==> src/acc_xfer_regs.svh <==
`ifndef ACC_XFER_REGS_SVH
`define ACC_XFER_REGS_SVH

// ==========================================================
// Register byte addresses on the APB side.
`define ADDR_INSTR 12'h000
`define ADDR_ACC 12'h004
`define ADDR_OPB 12'h008
`define ADDR_COL 12'h00c
`define ADDR_ROW 12'h010
`define ADDR_CARRY 12'h014
`define ADDR_MEMDATA 12'h018
`define ADDR_FR3 12'h020
`define ADDR_IRQ1 12'h024
`define ADDR_IRQ2 12'h028
`define ADDR_SIO 12'h02c
`define ADDR_WAKE0 12'h030
`define ADDR_WAKE1 12'h034
`define ADDR_WAKE2 12'h038
`define ADDR_CLK 12'h03c
`define ADDR_TAUX 12'h040
`define ADDR_PSRLD 12'h044
`define ADDR_PSCNT 12'h048
`define ADDR_PU0 12'h04c
`define ADDR_PU1 12'h050
`define ADDR_ADC1 12'h054
`define ADDR_ADC2 12'h058
`define ADDR_ADC3 12'h05c
`define ADDR_TRLD1 12'h060
`define ADDR_TRLD3 12'h064

// ==========================================================
// Instruction encodings.
`define OPC_FR3 10'h22b
`define OPC_IRQ1 10'h217
`define OPC_IRQ2 10'h218
`define OPC_SIO 10'h202
`define OPC_WAKE0 10'h21b
`define OPC_WAKE1 10'h214
`define OPC_WAKE2 10'h215
`define OPC_CLK 10'h296
`define OPC_TAUX 10'h2aa
`define OPC_PS 10'h235
`define OPC_PU0 10'h22d
`define OPC_PU1 10'h22e
`define OPC_ADC1 10'h204
`define OPC_ADC2 10'h205
`define OPC_ADC3 10'h206
`define OPC_TRLD1 10'h23f
`define OPC_TRLD3 10'h23b
`define OPC_STORE_HI 6'h2b

// ==========================================================
// Reset values.
`define RST_NIB 4'h0
`define RST_BYTE 8'h00
`define RST_OPC 10'h000

`endif

==> src/acc_xfer_pkg.sv <==
package acc_xfer_pkg;

	// Decoded operation of one instruction word.
	typedef enum logic [4:0] {
		OP_NONE,
		OP_FR3,
		OP_IRQ1,
		OP_IRQ2,
		OP_SIO,
		OP_WAKE0,
		OP_WAKE1,
		OP_WAKE2,
		OP_STORE,
		OP_CLK,
		OP_TAUX,
		OP_PS,
		OP_PU0,
		OP_PU1,
		OP_ADC1,
		OP_ADC2,
		OP_ADC3,
		OP_TRLD1,
		OP_TRLD3
	} op_t;

endpackage

==> src/decode_if.sv <==
`timescale 1ns/10ps

// Carries an opcode to the decoder and the decoded operation back.
interface decode_if;
	import acc_xfer_pkg::*;
	logic [9:0] opcode;
	op_t op;
	logic [3:0] imm;
	modport core (output opcode, input op, input imm);
	modport dec (input opcode, output op, output imm);
endinterface

==> src/opcode_decode.sv <==
`timescale 1ns/10ps
`include "acc_xfer_regs.svh"

module opcode_decode
(
	decode_if.dec dif
);
	import acc_xfer_pkg::*;

	// ==========================================================
	// Full-width compare of the opcode, store on bits 9:4 only; anything unknown decodes to no operation.
	always_comb
	begin
		dif.imm = dif.opcode[3:0];
		if (dif.opcode[9:4] == `OPC_STORE_HI) // [RULE_06]
			dif.op = OP_STORE;
		else
		begin
			case (dif.opcode) // [RULE_15]
				`OPC_FR3: dif.op = OP_FR3; // [RULE_02]
				`OPC_IRQ1: dif.op = OP_IRQ1; // [RULE_03]
				`OPC_IRQ2: dif.op = OP_IRQ2; // [RULE_03]
				`OPC_SIO: dif.op = OP_SIO; // [RULE_04]
				`OPC_WAKE0: dif.op = OP_WAKE0; // [RULE_05]
				`OPC_WAKE1: dif.op = OP_WAKE1; // [RULE_05]
				`OPC_WAKE2: dif.op = OP_WAKE2; // [RULE_05]
				`OPC_CLK: dif.op = OP_CLK; // [RULE_07]
				`OPC_TAUX: dif.op = OP_TAUX; // [RULE_08]
				`OPC_PS: dif.op = OP_PS; // [RULE_09]
				`OPC_PU0: dif.op = OP_PU0; // [RULE_10]
				`OPC_PU1: dif.op = OP_PU1; // [RULE_10]
				`OPC_ADC1: dif.op = OP_ADC1; // [RULE_11]
				`OPC_ADC2: dif.op = OP_ADC2; // [RULE_11]
				`OPC_ADC3: dif.op = OP_ADC3; // [RULE_11]
				`OPC_TRLD1: dif.op = OP_TRLD1; // [RULE_12]
				`OPC_TRLD3: dif.op = OP_TRLD3; // [RULE_13]
				default: dif.op = OP_NONE;
			endcase
		end
	end

endmodule

==> src/acc_to_reg_transfer_decode.sv <==
`timescale 1ns/10ps
`include "acc_xfer_regs.svh"

// How it works
// [RULE_01] Each instruction is one word, one cycle, keeps carry, never skips.
// [RULE_02] Opcode 1000101011 copies the working register to output structure control 3.
// [RULE_03] Two opcodes load interrupt control one and two; two is 1000011000.
// [RULE_04] Opcode 1000000010 copies the working register to serial control.
// [RULE_05] Three opcodes load wakeup registers; 1000011011 for 0, 1000010101 for 2.
// [RULE_06] Store writes working register to RAM, then XORs column pointer with j.
// [RULE_07] One instruction copies the whole working register to clock control.
// [RULE_08] One instruction copies only working register bit 0 to timer auxiliary control.
// [RULE_09] Opcode 1000110101 loads prescaler counter and reload from operand and working register.
// [RULE_10] Opcodes 1000101101 and 1000101110 load pull-up registers 0 and 1.
// [RULE_11] Three opcodes load A/D control; 1000000100 first, 1000000101 second.
// [RULE_12] Opcode 1000111111 loads first timer reload, operand high, working low.
// [RULE_13] Opcode 1000111011 loads third timer reload in one cycle.
// [RULE_14] Third timer reload takes operand as high nibble, working register as low.
// [RULE_15] Only the fully matching target is written; everything else holds.
module acc_to_reg_transfer_decode
#(
	parameter int RAM_DEPTH = 256
)
(
	input wire logic pclk,
	input wire logic presetn,
	input wire logic psel,
	input wire logic penable,
	input wire logic pwrite,
	input wire logic [11:0] paddr,
	input wire logic [31:0] pwdata,
	output logic [31:0] prdata,
	output logic pready,
	output logic pslverr,
	output logic instr_done,
	output logic carry_flag,
	output logic skip_next,
	output logic [3:0] output_structure_ctrl3,
	output logic [3:0] irq_control_one,
	output logic [3:0] irq_control_two,
	output logic [3:0] sio_control,
	output logic [3:0] wakeup_enable_port0,
	output logic [3:0] wakeup_enable_port1,
	output logic [3:0] wakeup_enable_port2,
	output logic [3:0] clock_control_reg,
	output logic timer_aux_control,
	output logic [7:0] prescaler_reload,
	output logic [7:0] prescaler_counter,
	output logic [3:0] pullup_enable_0,
	output logic [3:0] pullup_enable_1,
	output logic [3:0] adc_control_first,
	output logic [3:0] adc_control_second,
	output logic [3:0] adc_control_third,
	output logic [7:0] first_timer_reload,
	output logic [7:0] third_timer_reload
);
	import acc_xfer_pkg::*;

	// ==========================================================
	// Helpers.
	// Joins the operand register (high) and the working register (low) into a byte.
	function automatic logic [7:0] join_nibbles(input logic [3:0] hi, input logic [3:0] lo);
		join_nibbles = {hi, lo};
	endfunction

	// Places a nibble in the low bits of a bus word.
	function automatic logic [31:0] nib_word(input logic [3:0] n);
		nib_word = {28'h0000000, n};
	endfunction

	// Places a byte in the low bits of a bus word.
	function automatic logic [31:0] byte_word(input logic [7:0] b);
		byte_word = {24'h000000, b};
	endfunction

	// ==========================================================
	// State.
	logic [3:0] acc_r, acc_nxt, opb_r, opb_nxt, col_r, col_nxt, row_r, row_nxt;
	logic [3:0] fr3_r, fr3_nxt, irq1_r, irq1_nxt, irq2_r, irq2_nxt, sio_r, sio_nxt;
	logic [3:0] wake0_r, wake0_nxt, wake1_r, wake1_nxt, wake2_r, wake2_nxt, clk_r, clk_nxt;
	logic [3:0] pu0_r, pu0_nxt, pu1_r, pu1_nxt, adc1_r, adc1_nxt, adc2_r, adc2_nxt, adc3_r, adc3_nxt;
	logic [7:0] psrld_r, psrld_nxt, pscnt_r, pscnt_nxt, trld1_r, trld1_nxt, trld3_r, trld3_nxt;
	logic carry_r, carry_nxt, taux_r, taux_nxt, done_r, done_nxt;
	logic pready_r, pready_nxt, pslverr_r, pslverr_nxt;
	logic [9:0] last_opc_r, last_opc_nxt;
	logic [31:0] prdata_r, prdata_nxt;
	logic [3:0] ram [RAM_DEPTH];
	logic ram_we;
	logic [7:0] ram_addr;
	logic [31:0] rd_word;
	logic rd_hit;
	logic wr_fire;
	logic exec;

	// ==========================================================
	// Decoder.
	decode_if dif ();
	opcode_decode opcode_decode_inst
	(
		.dif(dif.dec)
	);

	assign dif.opcode = pwdata[9:0];

	// ==========================================================
	// Bus handshake: one wait cycle so read data leaves a flip-flop.
	assign wr_fire = psel && penable && pready_r && pwrite;
	assign exec = wr_fire && (paddr == `ADDR_INSTR);
	assign ram_addr = {col_r, row_r};

	// Read multiplexer, also flags unmapped addresses.
	always_comb
	begin
		rd_hit = 1'b1;
		rd_word = 32'h00000000;
		if (paddr == `ADDR_INSTR)
			rd_word = {22'h0, last_opc_r};
		else if (paddr == `ADDR_ACC)
			rd_word = nib_word(acc_r);
		else if (paddr == `ADDR_OPB)
			rd_word = nib_word(opb_r);
		else if (paddr == `ADDR_COL)
			rd_word = nib_word(col_r);
		else if (paddr == `ADDR_ROW)
			rd_word = nib_word(row_r);
		else if (paddr == `ADDR_CARRY)
			rd_word = {31'h0, carry_r};
		else if (paddr == `ADDR_MEMDATA)
			rd_word = nib_word(ram[ram_addr]);
		else if (paddr == `ADDR_FR3)
			rd_word = nib_word(fr3_r);
		else if (paddr == `ADDR_IRQ1)
			rd_word = nib_word(irq1_r);
		else if (paddr == `ADDR_IRQ2)
			rd_word = nib_word(irq2_r);
		else if (paddr == `ADDR_SIO)
			rd_word = nib_word(sio_r);
		else if (paddr == `ADDR_WAKE0)
			rd_word = nib_word(wake0_r);
		else if (paddr == `ADDR_WAKE1)
			rd_word = nib_word(wake1_r);
		else if (paddr == `ADDR_WAKE2)
			rd_word = nib_word(wake2_r);
		else if (paddr == `ADDR_CLK)
			rd_word = nib_word(clk_r);
		else if (paddr == `ADDR_TAUX)
			rd_word = {31'h0, taux_r};
		else if (paddr == `ADDR_PSRLD)
			rd_word = byte_word(psrld_r);
		else if (paddr == `ADDR_PSCNT)
			rd_word = byte_word(pscnt_r);
		else if (paddr == `ADDR_PU0)
			rd_word = nib_word(pu0_r);
		else if (paddr == `ADDR_PU1)
			rd_word = nib_word(pu1_r);
		else if (paddr == `ADDR_ADC1)
			rd_word = nib_word(adc1_r);
		else if (paddr == `ADDR_ADC2)
			rd_word = nib_word(adc2_r);
		else if (paddr == `ADDR_ADC3)
			rd_word = nib_word(adc3_r);
		else if (paddr == `ADDR_TRLD1)
			rd_word = byte_word(trld1_r);
		else if (paddr == `ADDR_TRLD3)
			rd_word = byte_word(trld3_r);
		else
			rd_hit = 1'b0;
	end

	// Next values of the bus answer.
	always_comb
	begin
		pready_nxt = psel && penable && !pready_r;
		prdata_nxt = prdata_r;
		pslverr_nxt = 1'b0;
		if (psel && penable && !pready_r)
		begin
			prdata_nxt = pwrite ? 32'h00000000 : rd_word;
			pslverr_nxt = !rd_hit;
		end
	end

	// ==========================================================
	// Instruction execution: one write to the instruction word is one cycle.
	always_comb
	begin
		acc_nxt = acc_r;
		opb_nxt = opb_r;
		col_nxt = col_r;
		row_nxt = row_r;
		carry_nxt = carry_r; // [RULE_01]
		last_opc_nxt = last_opc_r;
		done_nxt = exec; // [RULE_01]
		fr3_nxt = fr3_r;
		irq1_nxt = irq1_r;
		irq2_nxt = irq2_r;
		sio_nxt = sio_r;
		wake0_nxt = wake0_r;
		wake1_nxt = wake1_r;
		wake2_nxt = wake2_r;
		clk_nxt = clk_r;
		taux_nxt = taux_r;
		psrld_nxt = psrld_r;
		pscnt_nxt = pscnt_r;
		pu0_nxt = pu0_r;
		pu1_nxt = pu1_r;
		adc1_nxt = adc1_r;
		adc2_nxt = adc2_r;
		adc3_nxt = adc3_r;
		trld1_nxt = trld1_r;
		trld3_nxt = trld3_r;
		ram_we = 1'b0;
		// Software loads of the core registers.
		if (wr_fire)
		begin
			if (paddr == `ADDR_ACC)
				acc_nxt = pwdata[3:0];
			else if (paddr == `ADDR_OPB)
				opb_nxt = pwdata[3:0];
			else if (paddr == `ADDR_COL)
				col_nxt = pwdata[3:0];
			else if (paddr == `ADDR_ROW)
				row_nxt = pwdata[3:0];
			else if (paddr == `ADDR_CARRY)
				carry_nxt = pwdata[0];
		end
		// The decoded target alone is written; the rest hold.
		if (exec)
		begin
			last_opc_nxt = pwdata[9:0];
			case (dif.op) // [RULE_15]
				OP_FR3: fr3_nxt = acc_r; // [RULE_02]
				OP_IRQ1: irq1_nxt = acc_r; // [RULE_03]
				OP_IRQ2: irq2_nxt = acc_r; // [RULE_03]
				OP_SIO: sio_nxt = acc_r; // [RULE_04]
				OP_WAKE0: wake0_nxt = acc_r; // [RULE_05]
				OP_WAKE1: wake1_nxt = acc_r; // [RULE_05]
				OP_WAKE2: wake2_nxt = acc_r; // [RULE_05]
				OP_STORE:
				begin
					ram_we = 1'b1; // [RULE_06]
					col_nxt = col_r ^ dif.imm; // [RULE_06]
				end
				OP_CLK: clk_nxt = acc_r; // [RULE_07]
				OP_TAUX: taux_nxt = acc_r[0]; // [RULE_08]
				OP_PS:
				begin
					psrld_nxt = join_nibbles(opb_r, acc_r); // [RULE_09]
					pscnt_nxt = join_nibbles(opb_r, acc_r); // [RULE_09]
				end
				OP_PU0: pu0_nxt = acc_r; // [RULE_10]
				OP_PU1: pu1_nxt = acc_r; // [RULE_10]
				OP_ADC1: adc1_nxt = acc_r; // [RULE_11]
				OP_ADC2: adc2_nxt = acc_r; // [RULE_11]
				OP_ADC3: adc3_nxt = acc_r; // [RULE_11]
				OP_TRLD1: trld1_nxt = join_nibbles(opb_r, acc_r); // [RULE_12]
				OP_TRLD3: trld3_nxt = join_nibbles(opb_r, acc_r); // [RULE_13] [RULE_14]
				default: done_nxt = exec;
			endcase
		end
	end

	// ==========================================================
	// RAM: written by the store instruction at the pointed word, old column used.
	always_ff @(posedge pclk)
	begin
		if (ram_we)
			ram[ram_addr] <= acc_r; // [RULE_06]
	end

	// Registers of the block.
	always_ff @(posedge pclk or negedge presetn)
	begin
		if (!presetn)
		begin
			acc_r <= `RST_NIB;
			opb_r <= `RST_NIB;
			col_r <= `RST_NIB;
			row_r <= `RST_NIB;
			carry_r <= 1'b0;
			last_opc_r <= `RST_OPC;
			done_r <= 1'b0;
			fr3_r <= `RST_NIB;
			irq1_r <= `RST_NIB;
			irq2_r <= `RST_NIB;
			sio_r <= `RST_NIB;
			wake0_r <= `RST_NIB;
			wake1_r <= `RST_NIB;
			wake2_r <= `RST_NIB;
			clk_r <= `RST_NIB;
			taux_r <= 1'b0;
			psrld_r <= `RST_BYTE;
			pscnt_r <= `RST_BYTE;
			pu0_r <= `RST_NIB;
			pu1_r <= `RST_NIB;
			adc1_r <= `RST_NIB;
			adc2_r <= `RST_NIB;
			adc3_r <= `RST_NIB;
			trld1_r <= `RST_BYTE;
			trld3_r <= `RST_BYTE;
			pready_r <= 1'b0;
			pslverr_r <= 1'b0;
			prdata_r <= 32'h00000000;
		end
		else
		begin
			acc_r <= acc_nxt;
			opb_r <= opb_nxt;
			col_r <= col_nxt;
			row_r <= row_nxt;
			carry_r <= carry_nxt;
			last_opc_r <= last_opc_nxt;
			done_r <= done_nxt;
			fr3_r <= fr3_nxt;
			irq1_r <= irq1_nxt;
			irq2_r <= irq2_nxt;
			sio_r <= sio_nxt;
			wake0_r <= wake0_nxt;
			wake1_r <= wake1_nxt;
			wake2_r <= wake2_nxt;
			clk_r <= clk_nxt;
			taux_r <= taux_nxt;
			psrld_r <= psrld_nxt;
			pscnt_r <= pscnt_nxt;
			pu0_r <= pu0_nxt;
			pu1_r <= pu1_nxt;
			adc1_r <= adc1_nxt;
			adc2_r <= adc2_nxt;
			adc3_r <= adc3_nxt;
			trld1_r <= trld1_nxt;
			trld3_r <= trld3_nxt;
			pready_r <= pready_nxt;
			pslverr_r <= pslverr_nxt;
			prdata_r <= prdata_nxt;
		end
	end

	// ==========================================================
	// Outputs straight from flip-flops except skip_next, which is tied low; nothing here requests a skip.
	assign prdata = prdata_r;
	assign pready = pready_r;
	assign pslverr = pslverr_r;
	assign instr_done = done_r;
	assign carry_flag = carry_r;
	assign skip_next = 1'b0; // [RULE_01]
	assign output_structure_ctrl3 = fr3_r;
	assign irq_control_one = irq1_r;
	assign irq_control_two = irq2_r;
	assign sio_control = sio_r;
	assign wakeup_enable_port0 = wake0_r;
	assign wakeup_enable_port1 = wake1_r;
	assign wakeup_enable_port2 = wake2_r;
	assign clock_control_reg = clk_r;
	assign timer_aux_control = taux_r;
	assign prescaler_reload = psrld_r;
	assign prescaler_counter = pscnt_r;
	assign pullup_enable_0 = pu0_r;
	assign pullup_enable_1 = pu1_r;
	assign adc_control_first = adc1_r;
	assign adc_control_second = adc2_r;
	assign adc_control_third = adc3_r;
	assign first_timer_reload = trld1_r;
	assign third_timer_reload = trld3_r;

endmodule

==> config.mk <==
export PLATFORM = sky130hd
export DESIGN_NAME = acc_to_reg_transfer_decode
export DESIGN_NICKNAME = d
export VERILOG_FILES = /design/src/acc_xfer_pkg.sv /design/src/decode_if.sv /design/src/opcode_decode.sv /design/src/acc_to_reg_transfer_decode.sv
export VERILOG_INCLUDE_DIRS = /design/src
export SDC_FILE = /design/constraint.sdc
export NUM_CORES = 1
export LEC_CHECK = 0
export BUFFER_PORTS_ARGS = -buffer_cell sky130_fd_sc_hd__buf_2
export CAP_MARGIN = 30
export CORE_MARGIN = 8
export CORE_UTILIZATION = 50
export DETAILED_ROUTE_END_ITERATION = 10
export PLACE_DENSITY = 0.76
export SYNTH_ARGS = -nofsm -noshare
export SYNTH_HDL_FRONTEND = slang
export SYNTH_HIERARCHICAL = 1
export SYNTH_SLANG_ARGS = --single-unit
==> constraint.sdc <==
create_clock -name pclk -period 5.61 [get_ports pclk]
set_input_delay 0.561 -clock pclk [delete_from_list [all_inputs] [get_ports pclk]]
set_output_delay 0.561 -clock pclk [all_outputs]
set_load 0.02 [all_outputs]
==> impl_summary.log, run 1 <==
INFO  metric layout-drive-gt1-share = 0.251
INFO  metric grt_antenna_before_repair = 3
INFO  metric dominantRegCellSynth = sky130_fd_sc_hd__edfxtp_1
INFO  metric reg2regPathDepth = 8
INFO  metric max_frequency = roughly 230 MHz
INFO  metric cts_sinks = 1,141
INFO  metric overall_track_demand_over_capacity_in_global_routing = 0.238
INFO  metric vias_in_the_first_global_route = 27.5k
INFO  metric dpl_worst_slack = 0.678 ns
INFO  metric die_height = 323 µm
INFO  metric synth_largest_area_cell = sky130_fd_sc_hd__edfxtp_1
INFO  metric irDropWorstVdd = about 0.26 mV
INFO  metric timing.setup.tns = 0 ns
INFO  metric clock_skew = a little over 0.04 ns
INFO  metric worstPathArrival = 5.02 ns
INFO  metric leak_pwr = between 20 and 25 nW
INFO  metric clk_latency_worst_skew_pair = around 0.7 ns
INFO  metric finalSetupViolations = 0
INFO  metric finalCoreUtilization = 0.566
INFO  metric reg2reg_from = col_r[3]$_DFF_PN0_
INFO  metric synthTopCellsByCount = sky130_fd_sc_hd__edfxtp_1 (1,024), sky130_fd_sc_hd__nor2_1 (317), sky130_fd_sc_hd__mux4_2 (222)
INFO  metric worst_hold_path_type = primary input to asynchronous set/reset pin
INFO  metric vias = roughly 27k
INFO  metric worst_hold_margin = around 0.031 ns
INFO  metric path_max_fanout = 14
INFO  metric post_synth_instance_area = 47,100 µm²
INFO  metric ctsRootBufferMaster = sky130_fd_sc_hd__clkbuf_16
INFO  metric setup_ws = 1.17 ns
INFO  metric largest_family_of_logic_cells_by_synthesized_area = multiplexers
INFO  metric post_cts_buffers = 0
INFO  metric timing.final.max_slew_violations = 0
INFO  metric post-route-cell-area = 52,800 µm²
INFO  metric synth-edff-count = roughly 1k
INFO  metric post_synth_inst_count = about 2.8k
INFO  metric stdcell_count = about 4.3k
INFO  metric avgViaCountPerCell = ~6.5
INFO  metric tritoncts_clock_tree = done
INFO  metric ys_ff_latch = 1,141
INFO  metric worstReg2RegEnd = prdata[2]$_DFFE_PN0P_
INFO  metric initial_core_util = 0.504
INFO  metric grt_overflow_total = 0
INFO  metric cts.htree.levels = 3
INFO  metric dominant_cell_by_count_in_the_synthesized_netlist = sky130_fd_sc_hd__edfxtp_1
INFO  metric synth_compound_gate_area_share = 0.0441
INFO  metric final_net_count = 2,956
INFO  metric yosysUniqueCellTypes = 77
INFO  metric ys.warnings.count = 6
INFO  metric share_of_synthesized_cell_area_in_full_adder_half_adder_and_majority_cells = 0
INFO  metric yosys.area_share.simple = 0.0663
INFO  metric detail-route-antenna-nets = 0
INFO  metric detailedRoute.firstIterationViolations = 3,760
INFO  metric power-per-cell-area = 316 nW/µm²
INFO  metric floorplan.core_area = 93,300 µm²
INFO  metric fp.dieArea = 104,000 µm²
INFO  metric nature_of_the_critical_path_endpoint = flop
INFO  metric seq_area_frac_synth = 0.716
INFO  metric detail_route.wirelength = 127 mm
INFO  metric grt_pass1_wl = 184 mm
INFO  metric cts_inserted_buffers = 111
INFO  metric maxCapViolations = 0
INFO  metric synth.top_cell.area_share = 0.653
INFO  metric largest-register = ram
INFO  metric outcome = finished clean
INFO  metric grt_setup_unrepaired = false
INFO  metric cts.path.max_buffers = 3
INFO  metric finalCritPeriodShare = 0.791
INFO  metric numPlacedInstances = just over 4k
INFO  metric worst_pin_slew = 1.05 ns
INFO  metric yosys.area_share.xor_xnor = 0.000346
INFO  metric timing_hold_violations_final = 0
INFO  metric floorplan.io_pins = 171
INFO  metric grt_start_max_net_pins = roughly 200
INFO  metric placedInstanceArea = 49,200 µm²
INFO  metric synth_async_sr_flop_share = 0.103
INFO  metric startpoint_type = flop
INFO  metric port_buffers = 125
INFO  metric std_cell_rows = 112
INFO  metric route.detailed.wl_per_inst = 29.8 µm
INFO  metric area_delta_synth_final = 12.3%
INFO  metric clk_transition_reported_paths = ~0.060 ns
INFO  metric drcViolationCount = 0
INFO  metric largest_register_ff_count = roughly 1.0k
INFO  metric gp_congestion = 0.938
INFO  metric worstSetupPathType = flop to flop
INFO  metric fin_crit = roughly 4.4 ns
INFO  metric slew-limit-headroom = 0.282
INFO  metric die_w = around 320 µm
INFO  metric post_cts_resized = 0
INFO  metric synth.area.top_cells = sky130_fd_sc_hd__edfxtp_1 (65%), sky130_fd_sc_hd__mux4_2 (11%), sky130_fd_sc_hd__dfrtp_1 (6.2%)
INFO  metric synth.area.mux_share = 0.150
INFO  metric dp_hpwl = 80.0 mm
INFO  metric cts-hold-fix-buffers = 0
INFO  metric worstPathRequired = 6.20 ns
INFO  metric post_synth.cell_area_avg = 17.0 µm²
INFO  metric rrSetupSlack = 1.17 ns
INFO  metric p_total = 16.7 mW
INFO  metric drt_pre_antenna_iters = 6
[cell type report]
| type | instances | area (µm²) |
|---|---|---|
| clock buffer | 138 | 2950 |
| tap | 1254 | 1570 |
| multi-input combinational | 1415 | 12400 |
| antenna | 3 | 7.51 |
| timing repair buffer | 223 | 1520 |
| sequential | 1141 | 33700 |
| inverter | 15 | 56.3 |
| fill | 6966 | 40500 |
| clock inverter | 65 | 656 |
[worst max-delay path: stages (launching register included)]
cell,delay [ns]
sky130_fd_sc_hd__dfrtp_1,0.77
sky130_fd_sc_hd__clkinv_1,0.66
sky130_fd_sc_hd__nand4_1,0.41
sky130_fd_sc_hd__o22ai_1,0.11
sky130_fd_sc_hd__o21ai_0,0.59
sky130_fd_sc_hd__nand3_1,0.40
sky130_fd_sc_hd__a211oi_1,0.96
sky130_fd_sc_hd__a221oi_1,0.20
sky130_fd_sc_hd__a211oi_1,0.25
[per-layer routing]
layer / vias to the layer above / share of wire / GRT usage
met5: - / 0.00012 / 0
met4: 2 / 0.044 / 0.0952
met3: 341 / 0.12 / 0.0685
met2: 1889 / 0.47 / 0.379
met1: 14000 / 0.37 / 0.309
li1: 11200 / - / -
[kinds of logic after synthesis]
group,count (synthesis)
other cells,1
xor+xnor,1
compound gates,304
buf+inv,230
mux,415
flops,1141
simple gates,672
[layout by cell type, fill, tap and decap left out, drive strengths merged, types with 10 or more instances in the layout]
cell,synthesis,final
nand4,23,23
buf,104,222
nor4,17,17
clkinv,3,53
mux2,113,113
clkbuf,111,139
nand2,134,134
bufinv,0,11
edfxtp,1024,1024
a31oi,10,10
a22oi,45,45
o21ai,58,58
nand2b,15,15
nor3,43,43
or3,13,13
a211oi,15,15
conb,1,23
a21oi,44,44
nand3,48,48
o22ai,40,40
inv,12,14
mux2i,80,80
dfrtp,117,117
nor2,319,319
mux4,222,222
nor2b,16,16
[power by group]
part           total, mW  switching (mW)  internal (mW)
logic              0.140           0.105         0.0342
registers           9.13         0.00310           9.13
clock network       7.42            3.18           4.24
[how the worst max path moves through the flow]
stage	startpoint	endpoint	slack [ns]	cells past startpoint
floorplan	acc_r[2]$_DFFE_PN0P_	prdata[2]$_DFFE_PN0P_	1.38	7
global placement	pwdata[3]	ram[187][0]$_DFFE_PP_	0.82	11
detailed placement	pwdata[3]	ram[187][0]$_DFFE_PP_	0.68	11
CTS	pwdata[3]	ram[235][2]$_DFFE_PP_	1.40	11
global route	pwdata[3]	ram[187][3]$_DFFE_PP_	1.02	11
finish	col_r[3]$_DFF_PN0_	prdata[2]$_DFFE_PN0P_	1.17	8
(Power assumes the default switching activity.)
==> run 2, diff against run 1 <==
- ABC_AREA: default -> 1
- clock period: 5.61 -> 4.1 ns (I/O delays scaled with it)
==> run 2 against run 1 <==
Core utilization rose by 0.24 points. Register-to-register slack got worse by 0.74 ns. Hold slack got worse by 0.0090 ns. Global-route usage fell by 0.38 points. Via count rose by 15%. Clock skew fell by 0.0080 ns. First-iteration DRC count rose by 11%. Flip-flop and latch count did not move. Sequential share of layout area rose by 0.88 points. Largest power group unchanged.
==> impl_summary.log, run 2 <==
INFO  metric cts_inserted_buffers = 109 (-1.8%)
INFO  metric detail-route-antenna-nets = 0 (unchanged)
INFO  metric cts-hold-fix-buffers = 5 (+5)
INFO  metric drcViolationCount = 0 (unchanged)
INFO  metric die_height = 320 µm (-0.81%)
INFO  metric netSwitchingFraction = 0.190 (-0.00696)
INFO  metric grt_start_max_net_pins = 148 (-25%)
INFO  metric area_delta_synth_final = 12.7%
INFO  metric cpMaxStageDelayCell = sky130_fd_sc_hd__dfrtp_4
INFO  metric internal_power = 18.4 mW (+37%)
INFO  metric grt_setup_unrepaired = false
INFO  metric ys.warnings.count = 6 (unchanged)
INFO  metric share_of_synthesized_cell_area_in_full_adder_half_adder_and_majority_cells = 0 (unchanged)
INFO  metric yosys.area_share.simple = 0.132 (+0.0661)
INFO  metric synth_largest_area_cell = sky130_fd_sc_hd__edfxtp_1
INFO  metric post_synth.cell_area_avg = 12.3 µm² (-28%)
INFO  metric tritoncts_clock_tree = done
INFO  metric outcome = finished clean
INFO  metric largest-register = ram
INFO  metric post_synth_instance_area = 46,300 µm² (-1.7%)
INFO  metric initial_core_util = 0.505 (about the same)
INFO  metric vias = 31.7k (+15%)
INFO  metric worstPathRequired = 4.72 ns (-1.48 ns)
INFO  metric seq_area_frac_synth = 0.728 (+0.0124)
INFO  metric maxCapViolations = 0 (unchanged)
INFO  metric dominant_cell_by_count_in_the_synthesized_netlist = sky130_fd_sc_hd__edfxtp_1
INFO  metric placedInstanceArea = 48,500 µm² (-1.4%)
INFO  metric detail_route.wirelength = 124 mm (-2.3%)
INFO  metric final_net_count = 3,939 (+33%)
INFO  metric max_frequency = 272 MHz (+21%)
INFO  metric die_w = 320 µm (-0.81%)
INFO  metric leak_pwr = 21.3 nW (+3.1%)
INFO  metric drt_pre_antenna_iters = 8 (+2)
INFO  metric finalCritPeriodShare = 0.896 (+0.105)
INFO  metric route.detailed.wl_per_inst = 24.0 µm (-20%)
INFO  metric yosys.area_share.xor_xnor = 0.000757 (+0.000412)
INFO  metric port_buffers = 125 (unchanged)
INFO  metric max_stage_delay = 0.60 ns (-0.36 ns)
INFO  metric synth.area.mux_share = 0 (-0.150)
INFO  metric fin_crit = 3.67 ns (-0.765 ns)
INFO  metric power-per-cell-area = 435 nW/µm² (+38%)
INFO  metric cts_sinks = 1,141 (unchanged)
INFO  metric synth_async_sr_flop_share = 0.103 (unchanged)
INFO  metric largest_family_of_logic_cells_by_synthesized_area = simple AND/OR/NAND/NOR gates
INFO  metric std_cell_rows = 111 (-0.89%)
INFO  metric detailedRoute.firstIterationViolations = 4,162 (+11%)
INFO  metric post_cts_resized = 0 (unchanged)
INFO  metric ctsRootBufferMaster = sky130_fd_sc_hd__clkbuf_16
INFO  metric floorplan.core_area = 91,700 µm² (-1.8%)
INFO  metric critical_path.startpoint = row_r[1]$_DFFE_PN0P_
INFO  metric gp_congestion = 0.907 (-3.4%)
INFO  metric finalCoreUtilization = 0.569 (+0.00238)
INFO  metric post_cts_buffers = 0 (unchanged)
INFO  metric worstSetupPathType = flop to flop
INFO  metric layout-drive-gt1-share = 0.115 (-0.136)
INFO  metric reg2regPathDepth = 19 (+11)
INFO  metric rrSetupSlack = 0.43 ns (-0.74 ns)
INFO  metric clock_skew = 0.0332 ns (-0.00797 ns)
INFO  metric crit_path_cell_trace = nand2_8 > buf_12 > buf_4 > o22ai_1 > o31ai_1 > nand2_1 > o21ai_0 > nand2_1 > nor2_1 > nand3_1 > nor2_1 > nor2_1 > nor2_1 > nand2_1 > nand2_1 > nand2_1 > nand2_1 > nand2_1 > nand2_1
INFO  metric dp_hpwl = 75.5 mm (-5.7%)
INFO  metric synth-edff-count = 1,024 (unchanged)
INFO  metric fp.dieArea = 103,000 µm² (-1.6%)
INFO  metric yosysUniqueCellTypes = 45 (-42%)
INFO  metric synth.area.top_cells = sky130_fd_sc_hd__edfxtp_1 (66%), sky130_fd_sc_hd__dfrtp_1 (6.3%), sky130_fd_sc_hd__nor2_1 (5.0%)
INFO  metric post-route-cell-area = 52,100 µm² (-1.4%)
INFO  metric worst_hold_margin = 0.0222 ns (-0.00904 ns)
INFO  metric overall_track_demand_over_capacity_in_global_routing = 0.234 (-0.00377)
INFO  metric startpoint_type = flop
INFO  metric finalSetupViolations = 0 (unchanged)
INFO  metric synth.top_cell.area_share = 0.665 (+0.0113)
INFO  metric floorplan.io_pins = 171 (unchanged)
INFO  metric largest_register_ff_count = 1,024 (unchanged)
INFO  metric net-switching-power = 4.31 mW (+31%)
INFO  metric ys_ff_latch = 1,141 (unchanged)
INFO  metric synth_compound_gate_area_share = 0.0977 (+0.0536)
INFO  metric reg2reg_from = row_r[1]$_DFFE_PN0P_
INFO  metric stdcell_count = 5,166 (+21%)
INFO  metric worst_hold_path_type = primary input to flop
INFO  metric grt_pass1_wl = 185 mm (+0.63%)
INFO  metric timing.setup.tns = 0 ns (unchanged)
INFO  metric grt_overflow_total = 0 (unchanged)
INFO  metric pwr-share-seq = 0.551 (+0.004)
INFO  metric dominantRegCellSynth = sky130_fd_sc_hd__edfxtp_1
INFO  metric cts.path.max_buffers = 3 (unchanged)
INFO  metric timing.final.max_slew_violations = 0 (unchanged)
INFO  metric clk_transition_reported_paths = 0.06 ns (about the same)
INFO  metric timing_hold_violations_final = 0 (unchanged)
INFO  metric power.combinational.fraction = 0.006 (-0.002)
INFO  metric avgViaCountPerCell = 6.13 (-4.9%)
INFO  metric grt_antenna_before_repair = 1 (-2)
INFO  metric most_common_cell_after_layout_fill_and_taps_aside = sky130_fd_sc_hd__edfxtp_1
INFO  metric cts.htree.levels = 3 (unchanged)
INFO  metric power.share.clock = 0.443 (about the same)
INFO  metric irDropWorstVdd = 0.345 mV (+31%)
INFO  metric crit_path_end = prdata[1]$_DFFE_PN0P_
INFO  metric clk_latency_worst_skew_pair = 0.69 ns (about the same)
INFO  metric path_max_fanout = 46 (+32)
INFO  metric post_synth_inst_count = 3,757 (+36%)
INFO  metric worst_pin_slew = 0.957 ns (-0.0931 ns)
INFO  metric vias_in_the_first_global_route = 30.8k (+12%)
INFO  metric synthTopCellsByCount = sky130_fd_sc_hd__edfxtp_1 (1,024), sky130_fd_sc_hd__nor2_1 (618), sky130_fd_sc_hd__nand2_1 (425)
INFO  metric worstReg2RegEnd = prdata[1]$_DFFE_PN0P_
INFO  metric slew-limit-headroom = 0.362 (+0.0801)
INFO  metric mostFrequentLayoutCells = sky130_fd_sc_hd__edfxtp_1 (1,024), sky130_fd_sc_hd__nor2_1 (615), sky130_fd_sc_hd__nand2_1 (424), sky130_fd_sc_hd__o21ai_0 (295), sky130_fd_sc_hd__o22ai_1 (256)
INFO  metric nature_of_the_critical_path_endpoint = flop
INFO  metric worst_path_most_repeated_cell = sky130_fd_sc_hd__nand2_1
INFO  metric worstPathArrival = 4.30 ns (-0.72 ns)
INFO  metric numPlacedInstances = 4,960 (+23%)
[run 2: changes by cell type after synthesis, moves of 113 or more]
| cell | before | now |
|---|---|---|
| sky130_fd_sc_hd__mux2_2 | 113 | 0 |
| sky130_fd_sc_hd__o22ai_1 | 40 | 256 |
| sky130_fd_sc_hd__o31ai_1 | 3 | 144 |
| sky130_fd_sc_hd__nor2_1 | 317 | 618 |
| sky130_fd_sc_hd__mux4_2 | 222 | 0 |
| sky130_fd_sc_hd__nand2_1 | 130 | 425 |
| sky130_fd_sc_hd__o21ai_0 | 58 | 295 |
| sky130_fd_sc_hd__nor3_1 | 43 | 246 |
| sky130_fd_sc_hd__inv_1 | 12 | 172 |
[run 2: critical path: cells and delay by family (launching register included)]
family                 cells  cell delay [ns]
buffers and inverters      2             0.57
AOI/OAI and AO/OA          3             0.67
DFF                        1             0.60
and+or+nand+nor           14             1.72
[run 2: area by class of cell]
cell class,instances,area (µm²)
fillers,7024,39600
well taps,1186,1480
flip-flops and latches,1141,33700
multi-input cells,2215,10800
clock buffers,143,2980
repair buffers,242,1840
diodes,1,2.50
inverters,181,682
clock inverters,57,597
[run 2: stage by stage]
stage | setup slack (ns) | total power, mW
final | 0.428 | 22.7
after global routing | 0.242 | 23.2
after CTS | 0.570 | 22.7
after detailed placement | 0.175 | 12.9
after global placement | 0.313 | 12.9
after floorplan | 1.33 | 12.8
[run 2: power groups by stage]
stage,Combinational [mW],Clock (mW),Sequential (mW)
6_report,0.135,10.1,12.5
5_1_grt,0.149,10.6,12.5
4_1_cts,0.133,10.1,12.5
3_5_place_dp,0.129,0,12.7
3_3_place_gp,0.128,0,12.7
2_1_floorplan,0.0830,0,12.7
[run 2: metal layers]
| layer | vias up | routed length [µm] | track usage |
|---|---|---|---|
| li1 | 13900 | - | - |
| met1 | 15300 | 45500 | 0.301 |
| met2 | 2054 | 58600 | 0.382 |
| met3 | 379 | 13700 | 0.0462 |
| met4 | 0 | 6090 | 0.114 |
| met5 | - | 0 | 0 |
[run 2: cell families after synthesis]
logic type / Yosys count
buf+inv: 423
other cells: 1
simple gates: 1440
compound gates: 748
flops: 1141
xor+xnor: 4
[run 2: how the worst min path moves through the flow]
stage	start	to	slack, ns	depth (start not counted)
3_3_place_gp	presetn	adc_control_first[0]$_DFFE_PN0P_	0.36	1
3_5_place_dp	presetn	prescaler_counter[2]$_DFFE_PN0P_	0.36	1
2_1_floorplan	presetn	acc_r[0]$_DFFE_PN0P_	0.11	0
6_report	pwdata[4]	last_opc_r[4]$_DFFE_PN0P_	0.02	3
5_1_grt	pwdata[6]	last_opc_r[6]$_DFFE_PN0P_	0.05	3
4_1_cts	pwdata[4]	last_opc_r[4]$_DFFE_PN0P_	0.001	3
